==> src/rxc_pkg.sv <==
// Constants, types and field layout of the extended control bank
// Summary of operation
// Enabled clear edge sets 242 user bytes
// Clear leaves calendar and extended RAM alone
// Clear completion sets flag, may assert interrupt
// Flag write 0 clears, 1 forces interrupt
// Host accesses refused during recovery time
// Clear disabled leaves RAM and flag untouched
// Extended RAM via address 50h, data 53h
// Host selects bank 1 before access
// Data port keeps address until reloaded
// Control registers at 4Ah/4Bh, spare bits
// Aux battery status reads in bit 7
// Increment bit leads update by 122us
// Power bit 0 drives output low
// Enabled wake or kick clears power bit
// Flags set by event or write 1
// Oscillator out enable, forced on supply
// Crystal select picks 6pF or 12.5pF
// Power fail releases output unless selected
// Enabled wake match drives power low
// Enabled kick pulse drives power low
// Every latched address pushes four-deep stack
// Location 4Eh returns address two back
// On battery, output needs divider running
// Location 4Fh returns address three back
package rxc_pkg;
  // Register offsets in bank 1
  localparam logic [7:0] ADDR_CTRL_A = 8'h4A;
  localparam logic [7:0] ADDR_CTRL_B = 8'h4B;
  localparam logic [7:0] ADDR_STACK_LO = 8'h4E;
  localparam logic [7:0] ADDR_STACK_HI = 8'h4F;
  localparam logic [7:0] ADDR_XRAM_ADDR = 8'h50;
  localparam logic [7:0] ADDR_XRAM_DATA = 8'h53;
  // Field positions of control register A
  localparam int BIT_AUX_OK = 7;
  localparam int BIT_INCREMENT_IN_PROGRESS = 6;
  localparam int BIT_PAB = 3;
  localparam int BIT_RF = 2;
  localparam int BIT_WF = 1;
  localparam int BIT_KF = 0;
  // Reserved bits 5:4 of register A
  localparam int SPARE_LSB = 4;
  // Memory sizes
  localparam int XRAM_DEPTH = 128;
  localparam int USER_RAM_BYTES = 242;
  localparam logic [7:0] USER_RAM_LAST = 8'(USER_RAM_BYTES - 1);
  localparam logic [7:0] USER_RAM_FILL = 8'hFF;
  // Timing
  localparam int CLK_PERIOD_NS = 25;
  localparam int INCREMENT_IN_PROGRESS_LEAD_NS = 122000;
  localparam int INCREMENT_IN_PROGRESS_LEAD_CYCLES =
    (INCREMENT_IN_PROGRESS_LEAD_NS + CLK_PERIOD_NS - 1) / CLK_PERIOD_NS;
  localparam int REC_NS = 1000;
  localparam int REC_CYCLES = (REC_NS + CLK_PERIOD_NS - 1) / CLK_PERIOD_NS;
  // Divider state that means oscillator on and chain running
  localparam logic [1:0] DIV_RUNNING = 2'b01;
  // Reset values
  localparam logic PAB_RESET = 1'b1;
  localparam logic [1:0] SPARE_RESET = 2'h0;

  // Control register B layout, bit 7 first
  typedef struct packed {
    logic aux_battery_enable;
    logic osc_out_enable;
    logic crystal_select;
    logic ram_clear_enable;
    logic power_fail_output_select;
    logic ram_clear_irq_enable;
    logic wakeup_enable;
    logic kickstart_enable;
  } rxc_ctrl_b_type;

  localparam rxc_ctrl_b_type CTRL_B_RESET = rxc_ctrl_b_type'(8'h00);

  // Clear sequencer; IDLE to FILL and FILL to DONE flip one bit, DONE back to IDLE flips two
  typedef enum logic [1:0] {
    CLR_IDLE = 2'b00,
    CLR_FILL = 2'b01,
    CLR_DONE = 2'b11
  } rxc_clr_state_type;
endpackage

==> src/rxc_bank.sv <==
// Extended control bank: RAM clear, extended RAM, controls, address stack
`timescale 1ns/1ps
`default_nettype none
module rxc_bank #(
  parameter int unsigned P_INCREMENT_IN_PROGRESS_LEAD_CYCLES = rxc_pkg::INCREMENT_IN_PROGRESS_LEAD_CYCLES
) (
  input wire logic i_clk,
  input wire logic i_reset_n,
  // Multiplexed host bus
  input wire logic [7:0] i_ad,
  output logic [7:0] o_ad,
  output logic o_ad_oe,
  input wire logic i_ale,
  input wire logic i_rd_n,
  input wire logic i_wr_n,
  input wire logic i_cs_n,
  // Register A bits held outside
  input wire logic i_bank_select_bit,
  input wire logic i_divider_ctrl_hi,
  input wire logic i_divider_ctrl_mid,
  // Supply and events
  input wire logic i_vcc_present,
  input wire logic i_aux_battery_input,
  input wire logic i_ram_clear_input_n,
  input wire logic i_kickstart_input_n,
  input wire logic i_wakeup_match,
  input wire logic i_other_irq,
  // Update timing to and from the calendar core
  input wire logic i_update_request,
  input wire logic i_update_done,
  output logic o_update_start,
  // User RAM fill port
  output logic [7:0] o_user_ram_addr,
  output logic [7:0] o_user_ram_data,
  output logic o_user_ram_we,
  // Oscillator and outputs
  input wire logic i_osc_32k,
  input wire logic i_square_wave_rate,
  output logic o_square_wave_output,
  output logic o_crystal_select,
  output logic o_aux_battery_enable,
  output logic o_power_on_output,
  output logic o_power_on_output_oe,
  output logic o_irq_n,
  output logic o_irq_oe
);
  import rxc_pkg::*;

  // ==========================================================
  // State
  // ==========================================================
  logic [7:0] addr_latch; // Current latched bus address
  logic [7:0] addr_stack [4]; // Index 0 current, 3 oldest
  logic [7:0] xram [XRAM_DEPTH]; // Extended RAM storage
  logic [6:0] xram_addr; // Extended RAM pointer
  rxc_ctrl_b_type ctrl_b; // Control register B
  logic [1:0] spare; // Reserved read/write bits
  logic power_output_release; // Power release bit
  logic rf; // RAM clear flag
  logic wf; // Wake flag
  logic kf; // Kickstart flag
  logic increment_in_progress; // Increment in progress
  logic [12:0] increment_in_progress_cnt; // Lead time counter
  logic [7:0] rec_cnt; // Recovery lockout counter
  rxc_clr_state_type clr_state; // Clear sequencer state
  rxc_clr_state_type next_clr_state;
  logic [7:0] clr_idx; // Fill address
  logic ale_q; // Previous strobe levels
  logic wr_q;
  logic rd_q;
  logic ram_clear_input_q;
  logic ks_q;
  logic vcc_q;

  // ==========================================================
  // Decode
  // ==========================================================
  wire ale_fall = ale_q & ~i_ale;
  wire wr_rise = ~wr_q & i_wr_n;
  wire rd_fall = rd_q & ~i_rd_n;
  wire ram_clear_input_fall = ram_clear_input_q & ~i_ram_clear_input_n;
  wire ks_fall = ks_q & ~i_kickstart_input_n;
  wire vcc_fall = vcc_q & ~i_vcc_present;
  wire vcc_rise = ~vcc_q & i_vcc_present;
  wire locked = (rec_cnt != 8'h00) || (clr_state != CLR_IDLE);
  wire bank_ok = i_bank_select_bit & ~i_cs_n & ~locked;
  wire hit_a = bank_ok && (addr_latch == ADDR_CTRL_A);
  wire hit_b = bank_ok && (addr_latch == ADDR_CTRL_B);
  wire hit_lo = bank_ok && (addr_latch == ADDR_STACK_LO);
  wire hit_hi = bank_ok && (addr_latch == ADDR_STACK_HI);
  wire hit_xa = bank_ok && (addr_latch == ADDR_XRAM_ADDR);
  wire hit_xd = bank_ok && (addr_latch == ADDR_XRAM_DATA);
  wire hit_any = hit_a | hit_b | hit_lo | hit_hi | hit_xa | hit_xd;
  wire wr_a = wr_rise & hit_a;
  wire wr_b = wr_rise & hit_b;
  wire wr_xa = wr_rise & hit_xa;
  wire wr_xd = wr_rise & hit_xd;
  // Clear starts only when enabled and the flag is low
  wire clr_go = ram_clear_input_fall & ctrl_b.ram_clear_enable & ~rf;
  wire clr_done = (clr_state == CLR_DONE);
  // Power output may pull on battery only with divider running
  wire div_ok = ({i_divider_ctrl_hi, i_divider_ctrl_mid} == DIV_RUNNING);
  wire pab_clr = (wf & ctrl_b.wakeup_enable) |
                 (kf & ctrl_b.kickstart_enable);
  wire irq_any = (rf & ctrl_b.ram_clear_irq_enable) |
                 (wf & ctrl_b.wakeup_enable) |
                 (kf & ctrl_b.kickstart_enable) | i_other_irq;
  wire [7:0] reg_a = {i_aux_battery_input, increment_in_progress, spare,
                      power_output_release, rf, wf, kf};
  wire [7:0] rd_mux = hit_a ? reg_a :
                      hit_b ? ctrl_b :
                      hit_lo ? addr_stack[2] :
                      hit_hi ? addr_stack[3] :
                      hit_xa ? {1'b0, xram_addr} :
                      xram[xram_addr];

  // ==========================================================
  // Edge history
  // ==========================================================
  // Previous levels of strobes and pins
  always_ff @(posedge i_clk) begin
    if (!i_reset_n) begin
      ale_q <= 1'b0;
      wr_q <= 1'b1;
      rd_q <= 1'b1;
      ram_clear_input_q <= 1'b1;
      ks_q <= 1'b1;
      vcc_q <= 1'b0;
    end else begin
      ale_q <= i_ale;
      wr_q <= i_wr_n;
      rd_q <= i_rd_n;
      ram_clear_input_q <= i_ram_clear_input_n;
      ks_q <= i_kickstart_input_n;
      vcc_q <= i_vcc_present;
    end
  end

  // ==========================================================
  // Address latch and history stack
  // ==========================================================
  // Take the address at the strobe's falling edge
  always_ff @(posedge i_clk) begin
    if (!i_reset_n) begin
      addr_latch <= 8'h00;
    end else if (ale_fall) begin
      addr_latch <= i_ad;
    end
  end

  // Each latch pushes the stack one place deeper
  genvar gi;
  generate
    for (gi = 0; gi < 4; gi++) begin : g_stack
      always_ff @(posedge i_clk) begin
        if (!i_reset_n) begin
          addr_stack[gi] <= 8'h00;
        end else if (ale_fall) begin
          addr_stack[gi] <= (gi == 0) ? i_ad :
                            addr_stack[(gi > 0) ? gi - 1 : 0];
        end
      end
    end
  endgenerate

  // ==========================================================
  // Extended RAM
  // ==========================================================
  // Pointer changes only by a write to the address port at 50h
  always_ff @(posedge i_clk) begin
    if (!i_reset_n) begin
      xram_addr <= 7'h00;
    end else if (wr_xa) begin
      xram_addr <= i_ad[6:0];
    end
  end

  // Data port writes the pointed byte; clear never touches it
  always_ff @(posedge i_clk) begin
    if (wr_xd) begin
      xram[xram_addr] <= i_ad;
    end
  end

  // ==========================================================
  // Control register B
  // ==========================================================
  // Host write; supply rise forces the oscillator output on
  always_ff @(posedge i_clk) begin
    if (!i_reset_n) begin
      ctrl_b <= CTRL_B_RESET;
    end else begin
      if (wr_b) begin
        ctrl_b <= rxc_ctrl_b_type'(i_ad);
      end
      if (vcc_rise) begin
        ctrl_b.osc_out_enable <= 1'b1;
      end
    end
  end

  // ==========================================================
  // Control register A
  // ==========================================================
  // Spare bits are plain storage
  always_ff @(posedge i_clk) begin
    if (!i_reset_n) begin
      spare <= SPARE_RESET;
    end else if (wr_a) begin
      spare <= i_ad[SPARE_LSB +: 2];
    end
  end

  // Flags: hardware set wins over a same-cycle write of 0
  always_ff @(posedge i_clk) begin
    if (!i_reset_n) begin
      rf <= 1'b0;
      wf <= 1'b0;
      kf <= 1'b0;
    end else begin
      rf <= clr_done | (wr_a ? i_ad[BIT_RF] : rf);
      wf <= i_wakeup_match | (wr_a ? i_ad[BIT_WF] : wf);
      kf <= ks_fall | (wr_a ? i_ad[BIT_KF] : kf);
    end
  end

  // Power bit: enabled flag clears, power fail may release
  always_ff @(posedge i_clk) begin
    if (!i_reset_n) begin
      power_output_release <= PAB_RESET;
    end else if (pab_clr) begin
      power_output_release <= 1'b0;
    end else if (vcc_fall && !ctrl_b.power_fail_output_select) begin
      power_output_release <= 1'b1;
    end else if (wr_a) begin
      power_output_release <= i_ad[BIT_PAB];
    end
  end

  // ==========================================================
  // Increment in progress
  // ==========================================================
  // Raise the bit, wait the lead time, then start the update
  always_ff @(posedge i_clk) begin
    if (!i_reset_n) begin
      increment_in_progress <= 1'b0;
      increment_in_progress_cnt <= 13'h0000;
      o_update_start <= 1'b0;
    end else begin
      o_update_start <= 1'b0;
      if (i_update_request && !increment_in_progress) begin
        increment_in_progress <= 1'b1;
        increment_in_progress_cnt <= 13'(P_INCREMENT_IN_PROGRESS_LEAD_CYCLES);
      end else if (increment_in_progress_cnt != 13'h0000) begin
        increment_in_progress_cnt <= increment_in_progress_cnt - 13'h0001;
        o_update_start <= (increment_in_progress_cnt == 13'h0001);
      end else if (i_update_done) begin
        increment_in_progress <= 1'b0;
      end
    end
  end

  // ==========================================================
  // RAM clear sequencer
  // ==========================================================
  // Idle until an enabled edge, fill all bytes, then flag
  always_comb begin
    next_clr_state = clr_state;
    unique case (clr_state)
      CLR_IDLE: begin
        if (clr_go) begin
          next_clr_state = CLR_FILL;
        end
      end
      CLR_FILL: begin
        if (clr_idx == USER_RAM_LAST) begin
          next_clr_state = CLR_DONE;
        end
      end
      CLR_DONE: begin
        next_clr_state = CLR_IDLE;
      end
      default: begin
        next_clr_state = CLR_IDLE;
      end
    endcase
  end

  // Sequencer state and fill address
  always_ff @(posedge i_clk) begin
    if (!i_reset_n) begin
      clr_state <= CLR_IDLE;
      clr_idx <= 8'h00;
    end else begin
      clr_state <= next_clr_state;
      clr_idx <= (clr_state == CLR_FILL) ? clr_idx + 8'h01 : 8'h00;
    end
  end

  // Fill port writes ones into each user byte in turn
  always_ff @(posedge i_clk) begin
    if (!i_reset_n) begin
      o_user_ram_we <= 1'b0;
      o_user_ram_addr <= 8'h00;
      o_user_ram_data <= USER_RAM_FILL;
    end else begin
      o_user_ram_we <= (clr_state == CLR_FILL);
      o_user_ram_addr <= clr_idx;
      o_user_ram_data <= USER_RAM_FILL;
    end
  end

  // Lockout timer restarts on each enabled clear edge
  always_ff @(posedge i_clk) begin
    if (!i_reset_n) begin
      rec_cnt <= 8'h00;
    end else if (ram_clear_input_fall && ctrl_b.ram_clear_enable) begin
      rec_cnt <= 8'(REC_CYCLES);
    end else if (rec_cnt != 8'h00) begin
      rec_cnt <= rec_cnt - 8'h01;
    end
  end

  // ==========================================================
  // Host read data
  // ==========================================================
  // Read data captured at the read strobe's falling edge
  always_ff @(posedge i_clk) begin
    if (!i_reset_n) begin
      o_ad <= 8'h00;
    end else if (rd_fall) begin
      o_ad <= rd_mux;
    end
  end

  // Drive the bus while a mapped read is open
  always_ff @(posedge i_clk) begin
    if (!i_reset_n) begin
      o_ad_oe <= 1'b0;
    end else begin
      o_ad_oe <= ~i_rd_n & hit_any & (rd_fall | o_ad_oe);
    end
  end

  // ==========================================================
  // Pins
  // ==========================================================
  // Open-drain power and interrupt, plus clock and select outputs
  always_ff @(posedge i_clk) begin
    if (!i_reset_n) begin
      o_power_on_output <= 1'b0;
      o_power_on_output_oe <= 1'b0;
      o_irq_n <= 1'b0;
      o_irq_oe <= 1'b0;
      o_square_wave_output <= 1'b0;
      o_crystal_select <= 1'b0;
      o_aux_battery_enable <= 1'b0;
    end else begin
      o_power_on_output <= 1'b0;
      o_power_on_output_oe <= ~power_output_release & (i_vcc_present | div_ok);
      o_irq_n <= 1'b0;
      o_irq_oe <= i_vcc_present & irq_any;
      o_square_wave_output <= ctrl_b.osc_out_enable ?
                              i_osc_32k : i_square_wave_rate;
      o_crystal_select <= ctrl_b.crystal_select;
      o_aux_battery_enable <= ctrl_b.aux_battery_enable;
    end
  end
endmodule
`default_nettype wire

==> config.mk <==
export PLATFORM = sky130hd
export DESIGN_NAME = rxc_bank
export DESIGN_NICKNAME = d
export VERILOG_FILES = /design/src/rxc_pkg.sv /design/src/rxc_bank.sv
export SDC_FILE = /design/constraint.sdc
export NUM_CORES = 1
export LEC_CHECK = 0
export BUFFER_PORTS_ARGS = -buffer_cell sky130_fd_sc_hd__buf_4
export CAP_MARGIN = 20
export CORE_AREA = 2 2 368 370
export CTS_CLUSTER_SIZE = 40
export DETAILED_ROUTE_END_ITERATION = 10
export DIE_AREA = 0 0 370 372
export SYNTH_ARGS = -nofsm -noshare
export SYNTH_HDL_FRONTEND = slang
export SYNTH_SLANG_ARGS = --single-unit
==> constraint.sdc <==
create_clock -name i_clk -period 3.1 [get_ports i_clk]
set_clock_uncertainty 0.05 [all_clocks]
set_input_delay 0.62 -clock i_clk [delete_from_list [all_inputs] [get_ports i_clk]]
set_output_delay 0.62 -clock i_clk [all_outputs]
set_load 0.02 [all_outputs]
### After elaboration in Yosys (flattened, before gate mapping)

Memory sizes are Yosys's and may differ from the RTL's. A register that Yosys moved wholly into a read port is not among the register bits.
Index checks and enable logic that the tools add are counted.

| storage, ports and cells | value |
|---|---|
| register bits after elaboration | 91 |
| RAM bits | 1056 |
| bits of input ports | 27 |
| word-level logic and storage cells | 173 |
| memories | 2 |

Memories:

| name | words | width | rd ports | clocked after memory_dff | wr ports | RTL line | source |
|---|---|---|---|---|---|---|---|
| xram | 128 | 8 | 1 | 1 | 1 | rxc_bank.sv:54 | `logic [7:0] xram [XRAM_DEPTH];` |
| addr_stack | 4 | 8 | 4 | 0 | 4 | rxc_bank.sv:53 | `logic [7:0] addr_stack [4];` |

| cells by class | value |
|---|---|
| add/sub/neg operators | 3 |
| equal/unequal tests | 14 |
| mux-type cells | 36 |
| bitwise logic cells | 53 |
| reductions and logical operators | 27 |

Operators by type and width:

| kind | count |
|---|---|
| $mux W8 | 9 |
| $eq A8 B7 Y1 const B | 6 |
| $mux W13 | 2 |
| $and A1 B1 Y1 | 22 |
| $mux W7 | 3 |
| $or A1 B1 Y1 | 18 |
| $mux W1 | 17 |
| $eq A13 B1 Y1 const B | 1 |
| $not A1 Y1 | 13 |
| $reduce_bool A13 Y1 | 1 |
| $sub A13 B1 Y13 const B | 1 |
| $mux W6 | 2 |
| $reduce_bool A2 Y1 | 5 |
| $logic_and A1 B1 Y1 | 9 |
| $add A8 B1 Y8 const B | 1 |
| $eq A8 B8 Y1 const B | 1 |
| $reduce_bool A8 Y1 | 1 |
| $sub A8 B1 Y8 const B | 1 |
| $ne A2 B2 Y1 const B | 3 |
| $reduce_and A2 Y1 | 3 |
| $eq A2 B1 Y1 const B | 2 |
| $mux W2 | 2 |
| $pmux W2 S2 | 1 |
| $reduce_or A2 Y1 | 2 |
| other kinds (6) | 7 |

### Longest topological paths before layout

Gate-level depths: netlist of run 1.

| logic depth | value |
|---|---|
| depth after elaboration | 12 |
| mapped depth | 12 |
| gate-level depth less buffers | 10 |

### Worst setup path before layout of run 1

Ideal clock, no wire load.

| timing | value |
|---|---|
| path kind | input to register |
| start | input i_cs_n |
| end | memory xram[102][0], enable pin |
| library setup time | 0.370 ns |
| data arrival time | 2.394 ns |
| required time | 2.680 ns |
| setup slack | 0.286 ns |
| stages | 6 |
| cells stage by stage | nor4b_2 -> nand4_2 -> nor4_2 -> nand3_1 -> clkbuf_1 -> nor2_1 |

| on the way | value |
|---|---|
| word-level cells in the longest chain between the ends | 7 |

RTL lines:

| what | RTL line | source |
|---|---|---|
| start, declared | rxc_bank.sv:16 | `input wire logic i_cs_n,` |
| $not A1 Y1 | rxc_bank.sv:86 | `wire bank_ok = i_bank_select_bit & ~i_cs_n & ~locked;` |
| $and A1 B1 Y1 (2 in series) | rxc_bank.sv:86 |  |
| $logic_and A1 B1 Y1 | rxc_bank.sv:92 | `wire hit_xd = bank_ok && (addr_latch == ADDR_XRAM_DATA);` |
| $and A1 B1 Y1 | rxc_bank.sv:97 | `wire wr_xd = wr_rise & hit_xd;` |
| $mux W1 | rxc_bank.sv:180 | `if (wr_xd) begin` |
| $mux W1 (implied by the code) | rxc_bank.sv:181 | `xram[xram_addr] <= i_ad;` |
| end, declared | rxc_bank.sv:54 |  |

No other way between the ends.

==> parameters.txt, run 1 <==
Parameter                              Value

Synth
  Area share of the largest cell type after synthesis ... 70.2%
  Flop and latch count out of synthesis ... 1154
  Yosys synthesis warning count ... 0
  Synthesized area per cell ... 19.0 µm²
  Netlist Area Pre-Place ... 45200 µm²
  Share of synthesized registers carrying an async set or reset ... 0%
  Synth area leader ... sky130_fd_sc_hd__edfxtp_1
  Synth area leaders ... sky130_fd_sc_hd__edfxtp_1 (70%), sky130_fd_sc_hd__mux4_2 (12%), sky130_fd_sc_hd__dfxtp_1 (4.3%)
  Number of standard cells after synthesis ... 2378
  Number of enable-type register cells in the synthesized netlist ... 1056
  Post-synthesis cell type count ... 74
  Seq/Total Area, Yosys ... 74.5%
  Post-synth top flop ... sky130_fd_sc_hd__edfxtp_1

Critical path
  Required @ worst endpoint ... 3.64 ns
  Slowest-stage cell, CP ... sky130_fd_sc_hd__a31oi_2
  Critical-path maximum fanout ... 17
  Arrival time of the worst setup path ... 3.62 ns
  Delay of the slowest critical-path stage ... 0.55 ns
  Capture instance of the worst register-to-register path ... o_ad[3]
  Critical path buffer and inverter count ... 1
  Setup CP Type ... reg2reg
  Top delay family on crit path ... simple AND/OR/NAND/NOR gates
  Cells traversed along the worst timing path ... buf_4 > mux4_2 > mux2i_1 > a31oi_2 > nand4_1 > nor3_2 > nor3b_1 > a211oi_1
  Element type at the critical path end ... flip-flop
  Internal reg-to-reg setup slack ... 0.02 ns
  Length in cells of the worst reg-to-reg path ... 8
  Startpoint Class ... flip-flop

Drt
  DRT Pass-1 Iters ... 5
  Via count ... 24.5k
  DR WL/cell ... 25.7 µm
  Vias/cell ... 5.31
  Final WL ... 119000 µm
  Remaining number of nets flagged by the antenna check after routing ... 0
  Number of DRC violations after detailed routing ... 0
  First-iteration detailed-routing DRC count ... 2820

Hold path
  Start point of the worst hold path ... i_ram_clear_input_n
  Hold-critical path depth ... 2
  Capture endpoint of the worst hold path ... ram_clear_input_q
  Type of the worst min-delay path ... in2reg

STA
  Max-slew violation count ... 0
  Final setup TNS ... 0 ns
  Hold Fails Final Rpt ... 0
  Transition at the pin with the smallest max-transition slack ... 0.999 ns
  Final Critical Period ... 3.08 ns
  Normalized max-slew margin ... 33.4%
  Maximum frequency from static timing analysis ... 0.325 GHz
  Final setup violation count ... 0
  Final Cycle Share ... 99.4%

Layout
  Final-stage net count ... 2770
  Layout Utilization ... 40.0%
  Sequential Area ... 33700 µm²
  Share of post-route cells with drive strength above 1 ... 28.8%
  Area of the multi-input gates ... 10800 µm²
  Cell area after layout ... 53700 µm²
  Antenna Cells ... 0
  Count of placed standard cells in the final layout, fillers left out ... 4612
  Filler Cell Count ... 11.9k
  Area growth syn-to-layout ... 18.7%

Power and ir drop
  Areal power density over the cells ... 599 nW/µm²
  Maximum vdd drop ... 0.410 mV
  P_leak ... 17.1 nW

Floorplan
  Full die area ... 138000 µm²
  Y dimension of the die ... 372 µm
  Number of placed I/O pins ... 61
  Number of placement rows ... 135
  Initial core utilization ... 33.7%
  Horiz. Die Dim ... 370 µm
  Floorplan Core Area ... 134000 µm²

Job
  Number of max-capacitance violations reported ... 0

Clock network
  CTS hold repair buffers ... 0
  TritonCTS clock tree ... yes
  TritonCTS buffer count ... 114
  CTS sink count ... 1154
  Depth of the CTS H-tree ... 3
  CTS Buffer Depth ... 3
  Clock-pin transition on the worst setup and hold timing paths ... 0.06 ns
  Clock insertion delay at the later pin of the skew report ... 0.69 ns
  CTS root buf ... sky130_fd_sc_hd__clkbuf_16

Outcome
  Outcome ... finished clean

Global routing
  Remaining global-route overflow ... 0
  Initial antenna violation count ... 1
  Wire length of the first global-routing pass ... 172000 µm
  Pin count of the biggest net entering global routing ... 76
  GRT Util Overall ... 17.1%
  Number of global-route vias before repair ... 24.6k

Placement
  Detailed placer's ending HPWL ... 77700 µm
  Placement-stage cell area ... 49900 µm²
  Routability congestion estimate from global placement ... 0.873
  Port Buf Inserts ... 50
  DP Cell Count ... 4397
==> area by class of cell <==
| type | count | area share, % |
|---|---|---|
| Sequential cell | 1154 | 62.8 |
| Multi-Input combinational cell | 1087 | 20.0 |
| Timing Repair Buffer | 363 | 6.00 |
| Clock buffer | 144 | 5.80 |
| Tap cell | 1781 | 4.15 |
| Clock inverter | 66 | 1.11 |
| Inverter | 17 | 0.119 |
==> layer usage <==
metal  share of wire (%)  track usage, %  up-vias  wire [µm]
met1                  42            23.6    13000      49900
met2                  47            27.3     1047      56200
met4                 2.6            4.85        0       3120
met5                   0               0        -          0
met3                 8.0            3.61      172       9530
li1                    -               -    10300          -
==> worst reg2reg max path, stage by stage, from the launching register on <==
cell and delay (ns):
sky130_fd_sc_hd__dfxtp_1 0.54, sky130_fd_sc_hd__buf_4 0.40, sky130_fd_sc_hd__mux4_2 0.29, sky130_fd_sc_hd__mux2i_1 0.12, sky130_fd_sc_hd__a31oi_2 0.55, sky130_fd_sc_hd__nand4_1 0.34, sky130_fd_sc_hd__nor3_2 0.39, sky130_fd_sc_hd__nor3b_1 0.10
sky130_fd_sc_hd__a211oi_1 0.19
==> metrics by stage <==
| stage | power (W) | hold WS [ns] | setup slack [ns] |
|---|---|---|---|
| floorplan | 0.0182 | 0.362 | 0.286 |
| global placement | 0.0186 | 0.399 | -0.230 |
| detailed placement | 0.0188 | 0.414 | -0.268 |
| CTS | 0.0324 | 0.0296 | 0.0246 |
| global route | 0.0331 | 0.0492 | -0.0282 |
| finish | 0.0321 | 0.0746 | 0.0188 |
==> kinds of logic after synthesis <==
group,count (synthesis),synth area share (%)
flip-flops,1154,74.5
AND/OR/NAND/NOR,500,5.47
multiplexers,357,14.8
AO/OA/AOI/OAI,197,2.92
buffers and inverters,145,1.82
XOR/XNOR,17,0.329
adder cells (fa/ha/maj),6,0.166
other,2,0.0166
==> cell usage after synthesis, drive strengths merged, types with 4 or more instances <==
| cell type | number |
|---|---|
| ha | 6 |
| and2 | 48 |
| a21oi | 43 |
| buf | 84 |
| xnor2 | 11 |
| a211o | 4 |
| a31oi | 5 |
| or2 | 4 |
| a211oi | 8 |
| xor2 | 6 |
| nor4 | 12 |
| mux4 | 247 |
| nand3b | 7 |
| nor3 | 26 |
| a221oi | 4 |
| o21ai | 33 |
| a22oi | 41 |
| nand2 | 88 |
| or4 | 5 |
| edfxtp | 1056 |
| o211ai | 4 |
| nand2b | 17 |
| o221ai | 4 |
| dfxtp | 98 |
| o22ai | 12 |
| a2111oi | 5 |
| mux2 | 15 |
| inv | 16 |
| nand4 | 9 |
| o31ai | 5 |
| nor2 | 198 |
| a21o | 8 |
| nand3 | 45 |
| mux2i | 95 |
| clkbuf | 44 |
| nor2b | 20 |
| or3 | 6 |
==> power by group <==
group	internal, W	switching [W]
clock	0.00798	0.00574
combinational	0.000407	0.000750
sequential	0.0171	0.000156
total	0.0255	0.00665
==> placed cells by master (no fill, tap or decap), types with 43 or more instances in the layout <==
cell	n
sky130_fd_sc_hd__and2_1	48
sky130_fd_sc_hd__mux4_2	247
sky130_fd_sc_hd__edfxtp_1	1056
sky130_fd_sc_hd__dfxtp_1	94
sky130_fd_sc_hd__nand3_1	45
sky130_fd_sc_hd__nand2_1	87
sky130_fd_sc_hd__nor2_1	193
sky130_fd_sc_hd__a21oi_1	43
sky130_fd_sc_hd__clkbuf_16	119
sky130_fd_sc_hd__buf_4	324
sky130_fd_sc_hd__mux2i_1	95
==> worst max path at each step <==
stage,from,to,slack (ns),cells past startpoint
after global placement,flip-flop,o_ad[3],-0.23,8
after global routing,flip-flop,o_ad[3],-0.03,8
final,flip-flop,o_ad[3],0.02,8
after detailed placement,flip-flop,o_ad[3],-0.27,8
after CTS,flip-flop,o_ad[3],0.02,8
after floorplan,i_cs_n,xram[102][0],0.29,6
==> state kept, by name, indices dropped and copies added, names as in the netlist, 2 cells and up, named ones only <==
register / cells
addr_latch: 8
addr_stack: 32
clr_idx: 8
clr_state: 2
ctrl_b: 8
increment_in_progress_cnt: 13
o_ad: 8
o_user_ram_addr: 8
rec_cnt: 8
spare: 2
xram: 1024
xram_addr: 7
==> what timing repair did <==
item / CTS / global route
buffers inserted: 2 / 3
pin swaps: 0 / 1
gates resized for setup: 1 / 2
endpoints found under the setup margin: 1 / 3
Power figures use the tool's default switching activity.
==> run 2, diff against run 1 <==
--- a/config.mk
+++ b/config.mk
@@ -7,10 +7,13 @@
 export LEC_CHECK = 0
 export BUFFER_PORTS_ARGS = -buffer_cell sky130_fd_sc_hd__buf_4
 export CAP_MARGIN = 20
+export CELL_PAD_IN_SITES_DETAIL_PLACEMENT = 1
+export CELL_PAD_IN_SITES_GLOBAL_PLACEMENT = 2
 export CORE_AREA = 2 2 368 370
 export CTS_CLUSTER_SIZE = 40
 export DETAILED_ROUTE_END_ITERATION = 10
 export DIE_AREA = 0 0 370 372
+export PLACE_DENSITY_LB_ADDON = 0.1
 export SYNTH_ARGS = -nofsm -noshare
 export SYNTH_HDL_FRONTEND = slang
 export SYNTH_SLANG_ARGS = --single-unit
==> run 2 against run 1 <==
Worst hold slack better by 0.020 ns. Register-to-register slack gained 0.02 ns. Sequential share of layout area fell by 1.2 points. Highest routed layer is now met5. Combinational power hardly changed.
==> parameters.txt, run 2 (synthesized netlist as in run 1, its figures left out) <==
Parameter                              Value

Outcome
  Outcome ... finished clean

Power and ir drop
  Proportion of power drawn by the clock network ... 44.6% (+1.9 points)
  Power consumption ... 0.0333 W (+3.6%)
  Share of power burned in combinational logic ... 3.5% (about the same)
  Areal power density over the cells ... 609 nW/µm² (+1.6%)
  Flop pwr share ... 51.9% (-1.8 points)
  Fraction of power spent switching nets ... 21.6% (+0.94 points)
  Design internal power ... 0.0261 W (+2.3%)
  P_leak ... 17.6 nW (+3.0%)
  Maximum vdd drop ... 0.503 mV (+23%)
  Switching power total ... 0.00720 W (+8.3%)

Layout
  Most common cell after layout, fill and taps aside ... sky130_fd_sc_hd__edfxtp_1
  Number of flip-flops in the largest register ... 1024 (unchanged)
  Area growth syn-to-layout ... 21.0%
  Registers with the most flip-flops ... xram: 1024 flops, addr_stack: 32 flops, increment_in_progress_cnt: 13 flops
  Sequential Area ... 33700 µm² (about the same)
  Final-stage net count ... 2851 (+2.9%)
  Count of placed standard cells in the final layout, fillers left out ... 4699 (+1.9%)
  Highest-count cells in the layout ignoring fill and taps ... sky130_fd_sc_hd__edfxtp_1 (1056), sky130_fd_sc_hd__buf_4 (365), sky130_fd_sc_hd__mux4_2 (247)
  Filler Cell Count ... 13.0k (+9.8%)
  Cell area after layout ... 54700 µm² (+1.9%)
  Share of post-route cells with drive strength above 1 ... 30.6% (+1.8 points)
  Area of the multi-input gates ... 10800 µm² (+0.69%)
  Top register by number of flip-flops ... xram

Global routing
  Number of global-route vias before repair ... 25.8k (+4.8%)
  Global routing met1 resource utilization ... 27.1% (+3.5 points)
  Global Route met2 Usage ... 34.0% (+6.7 points)
  Grt met3 use ... 3.11% (-0.50 points)
  Initial antenna violation count ... 3 (+2)
  Wire length of the first global-routing pass ... 196000 µm (+14%)
  GRT Util Overall ... 20.1% (+3.0 points)
  Pin count of the biggest net entering global routing ... 89 (+17%)
  Remaining global-route overflow ... 0 (unchanged)
  Busiest layer in global routing ... met2

Drt
  Remaining number of nets flagged by the antenna check after routing ... 0 (unchanged)
  Number of DRC violations after detailed routing ... 0 (unchanged)
  DR WL/cell ... 29.2 µm (+14%)
  First-iteration detailed-routing DRC count ... 1806 (-36%)
  Final WL ... 137000 µm (+16%)
  DRT Pass-1 Iters ... 5 (unchanged)
  Vias/cell ... 5.18 (-2.4%)
  Via count ... 24.3k (-0.59%)

Clock network
  Depth of the CTS H-tree ... 4 (+1)
  CTS sink count ... 1154 (unchanged)
  TritonCTS clock tree ... yes
  CTS root buf ... sky130_fd_sc_hd__clkbuf_16
  Clock insertion delay at the later pin of the skew report ... 0.76 ns (+0.07 ns)
  TritonCTS buffer count ... 134 (+18%)
  CTS Buffer Depth ... 3 (unchanged)
  Clock-pin transition on the worst setup and hold timing paths ... 0.06 ns (about the same)

STA
  Worst-case hold slack ... 0.0945 ns (+0.0199 ns)
  Final setup violation count ... 0 (unchanged)
  Normalized max-slew margin ... 25.4% (-8.0 points)
  Hold Fails Final Rpt ... 0 (unchanged)
  Transition at the pin with the smallest max-transition slack ... 1.11 ns (+0.108 ns)
  Unrepaired setup endpoints after global routing ... true
  Max-slew violation count ... 0 (unchanged)
  Worst setup slack after layout ... 0.0357 ns (+0.0169 ns)
  Final Critical Period ... 3.06 ns (-0.0169 ns)
  Maximum frequency from static timing analysis ... 0.326 GHz (+0.55%)
  Final Cycle Share ... 98.8% (-0.54 points)

Placement
  Detailed placer's ending HPWL ... 92200 µm (+19%)
  Routability congestion estimate from global placement ... 0.803 (-8.1%)
  Port Buf Inserts ... 50 (unchanged)
  Post-placement setup slack ... -0.682 ns (-0.414 ns)
  DP Cell Count ... 4443 (+1.0%)
  Placement-stage cell area ... 50300 µm² (+0.77%)

Job
  Number of max-capacitance violations reported ... 0 (unchanged)

Critical path
  Critical-path maximum fanout ... 13 (-4)
  Startpoint Class ... flip-flop
  Setup CP Type ... reg2reg
  Arrival time of the worst setup path ... 3.66 ns (+0.04 ns)
  Element type at the critical path end ... flip-flop
  Required @ worst endpoint ... 3.70 ns (+0.06 ns)

Floorplan
  Horiz. Die Dim ... 370 µm (unchanged)
  Initial core utilization ... 33.7% (unchanged)
  Number of placement rows ... 135 (unchanged)
  Y dimension of the die ... 372 µm (unchanged)
  Number of placed I/O pins ... 61 (unchanged)
  Full die area ... 138000 µm² (unchanged)
  Floorplan Core Area ... 134000 µm² (unchanged)

Hold path
  Type of the worst min-delay path ... in2reg
==> run 2: changes by cell type in the layout (fill, tap and decap cells not counted), sizes merged <==
cell and delta:
diode +1, clkinvlp +1, buf +50, clkbuf +25, dlygate4sd3 +9, bufinv -6, clkinv +4, inv +3
==> run 2: area by class of cell <==
cell class / count / area share, %
sequential: 1154 / 61.6
multi-input combinational: 1087 / 19.8
timing repair buffer: 424 / 6.96
clock buffer: 167 / 6.51
tap: 1781 / 4.07
clock inverter: 68 / 0.929
inverter: 17 / 0.117
antenna: 1 / 0.00458
==> run 2: critical path: stages (launching register included) <==
cell	delay, ns
sky130_fd_sc_hd__dfxtp_4	0.47
sky130_fd_sc_hd__buf_4	0.27
sky130_fd_sc_hd__buf_12	0.19
sky130_fd_sc_hd__mux4_2	0.52
sky130_fd_sc_hd__mux2i_2	0.22
sky130_fd_sc_hd__buf_4	0.17
sky130_fd_sc_hd__o221ai_2	0.16
sky130_fd_sc_hd__nand4_1	0.21
sky130_fd_sc_hd__o21ai_1	0.12
sky130_fd_sc_hd__buf_4	0.16
sky130_fd_sc_hd__nand2_1	0.15
sky130_fd_sc_hd__and3_1	0.19
sky130_fd_sc_hd__o21ai_1	0.05
==> run 2: timing repair <==
item	4_1_cts	5_1_grt
gates cloned	0	2
hold endpoints to repair	8	0
endpoints found under the setup margin	6	6
resized for setup	12	12
setup buffers	6	3
hold buffers	9	0
pin swaps	3	5
==> run 2: through the flow <==
step,setup TNS [ns],utilization (%)
4_1_cts,-0.0846,40.6
2_1_floorplan,0,-
6_report,0,40.7
3_3_place_gp,-1.72,37.4
3_5_place_dp,-1.88,37.4
5_1_grt,-0.0984,40.7
==> run 2: worst paths after layout <==
kind,startpoint,end,slack [ns],cells past startpoint
worst max-delay path,flip-flop,o_ad[1],0.04,12
worst min register to register,clr_idx[7],clr_state[1],0.42,2
worst max register to register,flip-flop,o_ad[1],0.04,12
worst min-delay path,i_other_irq,o_irq_oe,0.09,3
==> run 2: power groups by stage <==
stage | sequential (W) | clock (W) | combinational [W]
after floorplan | 0.0176 | 0 | 0.000650
after global placement | 0.0176 | 0 | 0.00114
final | 0.0173 | 0.0148 | 0.00118
after global routing | 0.0173 | 0.0158 | 0.00131
after detailed placement | 0.0176 | 0 | 0.00121
after CTS | 0.0173 | 0.0153 | 0.00122
==> run 2: per-layer routing <==
| layer | routed length, µm | up-vias |
|---|---|---|
| li1 | - | 10500 |
| met1 | 60700 | 13200 |
| met2 | 68700 | 523 |
| met3 | 5540 | 151 |
| met4 | 2470 | 2 |
| met5 | 10 | - |
==> run 3, diff against run 2 <==
--- a/config.mk
+++ b/config.mk
@@ -5,14 +5,14 @@
 export SDC_FILE = /design/constraint.sdc
 export NUM_CORES = 1
 export LEC_CHECK = 0
+export ABC_AREA = 1
 export BUFFER_PORTS_ARGS = -buffer_cell sky130_fd_sc_hd__buf_4
-export CAP_MARGIN = 20
 export CELL_PAD_IN_SITES_DETAIL_PLACEMENT = 1
 export CELL_PAD_IN_SITES_GLOBAL_PLACEMENT = 2
-export CORE_AREA = 2 2 368 370
+export CORE_AREA = 2 2 373 375
 export CTS_CLUSTER_SIZE = 40
 export DETAILED_ROUTE_END_ITERATION = 10
-export DIE_AREA = 0 0 370 372
+export DIE_AREA = 0 0 375 377
 export PLACE_DENSITY_LB_ADDON = 0.1
 export SYNTH_ARGS = -nofsm -noshare
 export SYNTH_HDL_FRONTEND = slang
==> run 3 against run 2 <==
Sequential share of layout area decreased by 1.1 points. Clock-buffer cell count increased by 20. Flip-flop and latch count unchanged. Core utilization decreased by 0.065 points. Highest routed layer unchanged.
==> parameters.txt, run 3 <==
Parameter                              Value

Layout
  Registers with the most flip-flops ... xram: 1024 flops, addr_stack: 32 flops, increment_in_progress_cnt: 13 flops
  Final-stage net count ... 4230 (+48%)
  Top register by number of flip-flops ... xram
  Sequential Area ... 33700 µm² (unchanged)
  Highest-count cells in the layout ignoring fill and taps ... sky130_fd_sc_hd__edfxtp_1 (1056), sky130_fd_sc_hd__nor2_1 (723), sky130_fd_sc_hd__o21ai_0 (480)
  Area growth syn-to-layout ... 19.8%
  Share of post-route cells with drive strength above 1 ... 14.9% (-16 points)
  Number of flip-flops in the largest register ... 1024 (unchanged)
  Area of the multi-input gates ... 11000 µm² (+1.1%)
  Most common cell after layout, fill and taps aside ... sky130_fd_sc_hd__edfxtp_1
  Filler Cell Count ... 14.4k (+11%)

Global routing
  Number of global-route vias before repair ... 33.1k (+28%)
  Pin count of the biggest net entering global routing ... 101 (+13%)
  GRT Util Overall ... 21.7% (+1.7 points)
  Remaining global-route overflow ... 0 (unchanged)
  Initial antenna violation count ... 7 (+4)
  Wire length of the first global-routing pass ... 226000 µm (+16%)

Floorplan
  Number of placement rows ... 136 (+0.74%)
  Floorplan Core Area ... 137000 µm² (+2.0%)
  Y dimension of the die ... 377 µm (+1.3%)
  Initial core utilization ... 34.0% (+0.29 points)
  Number of placed I/O pins ... 61 (unchanged)
  Full die area ... 141000 µm² (+2.7%)
  Horiz. Die Dim ... 375 µm (+1.4%)

Power and ir drop
  Switching power total ... 0.00736 W (+2.3%)
  Maximum vdd drop ... 0.538 mV (+7.0%)
  Share of power burned in combinational logic ... 2.9% (-0.6 points)
  P_leak ... 19.5 nW (+11%)
  Areal power density over the cells ... 604 nW/µm² (-0.83%)
  Flop pwr share ... 51.1% (-0.8 points)
  Proportion of power drawn by the clock network ... 46.0% (+1.4 points)
  Fraction of power spent switching nets ... 21.9% (+0.29 points)
  Design internal power ... 0.0263 W (+0.63%)

Critical path
  Element type at the critical path end ... flip-flop
  Length in cells of the worst reg-to-reg path ... 18 (+6)
  Critical-path maximum fanout ... 46 (+33)
  Required @ worst endpoint ... 3.76 ns (+0.06 ns)
  Internal reg-to-reg setup slack ... 0.12 ns (+0.08 ns)
  Arrival time of the worst setup path ... 3.64 ns (-0.02 ns)
  Capture instance of the worst register-to-register path ... o_ad[4]
  Startpoint Class ... flip-flop
  Setup CP Type ... reg2reg

STA
  Maximum frequency from static timing analysis ... 0.335 GHz (+2.7%)
  Max-slew violation count ... 0 (unchanged)
  Final Critical Period ... 2.98 ns (-0.0802 ns)
  Worst setup slack after layout ... 0.116 ns (+0.0802 ns)
  Hold Fails Final Rpt ... 0 (unchanged)
  Final setup violation count ... 0 (unchanged)
  Final Cycle Share ... 96.3% (-2.6 points)
  Final setup TNS ... 0 ns (unchanged)
  Normalized max-slew margin ... 43.3% (+18 points)
  Transition at the pin with the smallest max-transition slack ... 0.851 ns (-0.257 ns)

Synth
  Number of standard cells after synthesis ... 3877 (+63%)
  Post-synthesis cell type count ... 47 (-36%)
  Yosys synthesis warning count ... 0 (unchanged)
  Area share of the largest cell type after synthesis ... 68.2% (-2.0 points)
  Netlist Area Pre-Place ... 46500 µm² (+2.9%)
  Number of enable-type register cells in the synthesized netlist ... 1056 (unchanged)
  Seq/Total Area, Yosys ... 72.4% (-2.1 points)
  Post-synth top flop ... sky130_fd_sc_hd__edfxtp_1
  Flop and latch count out of synthesis ... 1154 (unchanged)
  Synthesized area per cell ... 12.0 µm² (-37%)
  Dominant cell by count in the synthesized netlist ... sky130_fd_sc_hd__edfxtp_1
  Synth area leaders ... sky130_fd_sc_hd__edfxtp_1 (68%), sky130_fd_sc_hd__nor2_1 (5.8%), sky130_fd_sc_hd__o21ai_0 (5.2%)
  Synth top cells by count ... sky130_fd_sc_hd__edfxtp_1 (1056), sky130_fd_sc_hd__nor2_1 (724), sky130_fd_sc_hd__o21ai_0 (480), sky130_fd_sc_hd__nand2_1 (420), sky130_fd_sc_hd__o22ai_1 (207)
  Share of synthesized registers carrying an async set or reset ... 0% (unchanged)
  Synth area leader ... sky130_fd_sc_hd__edfxtp_1

Drt
  DRT Pass-1 Iters ... 5 (unchanged)
  DR WL/cell ... 25.3 µm (-13%)
  Vias/cell ... 5.15 (-0.51%)
  Remaining number of nets flagged by the antenna check after routing ... 0 (unchanged)
  Number of DRC violations after detailed routing ... 0 (unchanged)
  Final WL ... 154000 µm (+12%)
  First-iteration detailed-routing DRC count ... 1988 (+10%)
  Via count ... 31.4k (+29%)

Placement
  Detailed placer's ending HPWL ... 97700 µm (+6.0%)
  Routability congestion estimate from global placement ... 0.758 (-5.6%)
  Post-placement setup slack ... 0.0668 ns (+0.749 ns)
  Port Buf Inserts ... 50 (unchanged)

Clock network
  Clock-pin transition on the worst setup and hold timing paths ... 0.06 ns (about the same)
  TritonCTS clock tree ... yes
  CTS sink count ... 1154 (unchanged)
  CTS root buf ... sky130_fd_sc_hd__clkbuf_16
  TritonCTS buffer count ... 138 (+3.0%)
  CTS Buffer Depth ... 3 (unchanged)
  Depth of the CTS H-tree ... 4 (unchanged)
  Clock insertion delay at the later pin of the skew report ... 0.79 ns (+0.03 ns)

Job
  Number of max-capacitance violations reported ... 0 (unchanged)

Hold path
  Start point of the worst hold path ... i_rd_n
  Type of the worst min-delay path ... in2reg
  Capture endpoint of the worst hold path ... rd_q
  Hold-critical path depth ... 3 (unchanged)

Outcome
  Outcome ... finished clean
## run 3: cell count changes after synthesis, moves of 41 or more
cell,delta
sky130_fd_sc_hd__o21ai_1,+70
sky130_fd_sc_hd__o21ai_0,+459
sky130_fd_sc_hd__inv_1,+119
sky130_fd_sc_hd__a22oi_1,-41
sky130_fd_sc_hd__clkbuf_1,+67
sky130_fd_sc_hd__o22ai_1,+195
sky130_fd_sc_hd__nor2_1,+529
sky130_fd_sc_hd__nand3_1,+158
sky130_fd_sc_hd__nand2_1,+333
sky130_fd_sc_hd__mux4_2,-247
sky130_fd_sc_hd__mux2i_1,-95
sky130_fd_sc_hd__and2_1,-48
## run 3: metal layers
layer	vias to the layer above	part of all wire, %	GRT usage (%)
met5	-	0.025	0
met3	209	3.5	3.22
met2	504	47	35.4
met1	16100	46	29.7
li1	14600	-	-
met4	6	2.8	7.20
## run 3: cell type report
class / count / share of cell area, %
multi-input cells: 2333 / 19.7
flip-flops and latches: 1154 / 60.5
well taps: 1794 / 4.03
clock buffers: 187 / 6.68
inverters: 141 / 1.03
clock inverters: 64 / 0.993
repair buffers: 427 / 7.08
diodes: 1 / 0.00449
repair inverters: 2 / 0.0404
## run 3: how the worst max path moves through the flow
stage / endpoint / startpoint / slack, ns
3_5_place_dp: xram[101][0] / i_bank_select_bit / 0.07
4_1_cts: o_ad[3] / flip-flop / 0.04
6_report: o_ad[4] / flip-flop / 0.12
3_3_place_gp: xram[101][0] / i_bank_select_bit / 0.01
5_1_grt: o_ad[2] / flip-flop / -0.002
2_1_floorplan: addr_stack[0][0] / i_ale / 0.27
## run 3: timing repair
action,4_1_cts,5_1_grt
gates resized for setup,0,11
endpoints found under the setup margin,0,6
buffers inserted,0,4
hold endpoints to repair,7,0
hold buffers,8,0
## run 3: through the flow
step	util, %	total power (W)	area [µm²]	hold WS, ns	instances
final	40.7	0.0336	55700	0.0642	6103
after global routing	40.7	0.0347	55700	0.0492	6102
after CTS	40.5	0.0340	55500	0.0170	6094
after detailed placement	37.4	0.0185	51200	0.394	5835
after global placement	37.4	0.0185	51200	0.398	5835
after floorplan	-	0.0179	46500	0.370	3885
## run 3: logic make-up after synthesis
logic type	share of synthesized area [%]
compound gates	11.0
xor+xnor	0.132
flops	72.4
fa+ha+maj	0.161
other cells	0.0161
buf+inv	4.20
simple gates	12.1
## run 3: critical path: stages, from the launching register on
cell and delay [ns]:
sky130_fd_sc_hd__dfxtp_4 0.50, sky130_fd_sc_hd__buf_12 0.28, sky130_fd_sc_hd__buf_4 0.22, sky130_fd_sc_hd__nand2_1 0.07, sky130_fd_sc_hd__nand3_1 0.08, sky130_fd_sc_hd__nand3_1 0.13
sky130_fd_sc_hd__nand2_1 0.10, sky130_fd_sc_hd__nand2_1 0.05, sky130_fd_sc_hd__nand3_1 0.22, sky130_fd_sc_hd__nand3_1 0.31, sky130_fd_sc_hd__nand3_1 0.21, sky130_fd_sc_hd__nand3_1 0.09
sky130_fd_sc_hd__nand2_1 0.10, sky130_fd_sc_hd__nand2_1 0.07, sky130_fd_sc_hd__nand2_1 0.10, sky130_fd_sc_hd__nand2_1 0.07, sky130_fd_sc_hd__nand2_1 0.06, sky130_fd_sc_hd__nand2_1 0.05
sky130_fd_sc_hd__a21oi_1 0.12
## run 3: power by group through the flow
stage / Combinational (W) / Clock, W / Sequential (W)
5_1_grt: 0.00111 / 0.0164 / 0.0172
2_1_floorplan: 0.000457 / 0 / 0.0175
4_1_cts: 0.00100 / 0.0159 / 0.0172
3_3_place_gp: 0.000980 / 0 / 0.0175
6_report: 0.000981 / 0.0155 / 0.0172
3_5_place_dp: 0.000992 / 0 / 0.0175
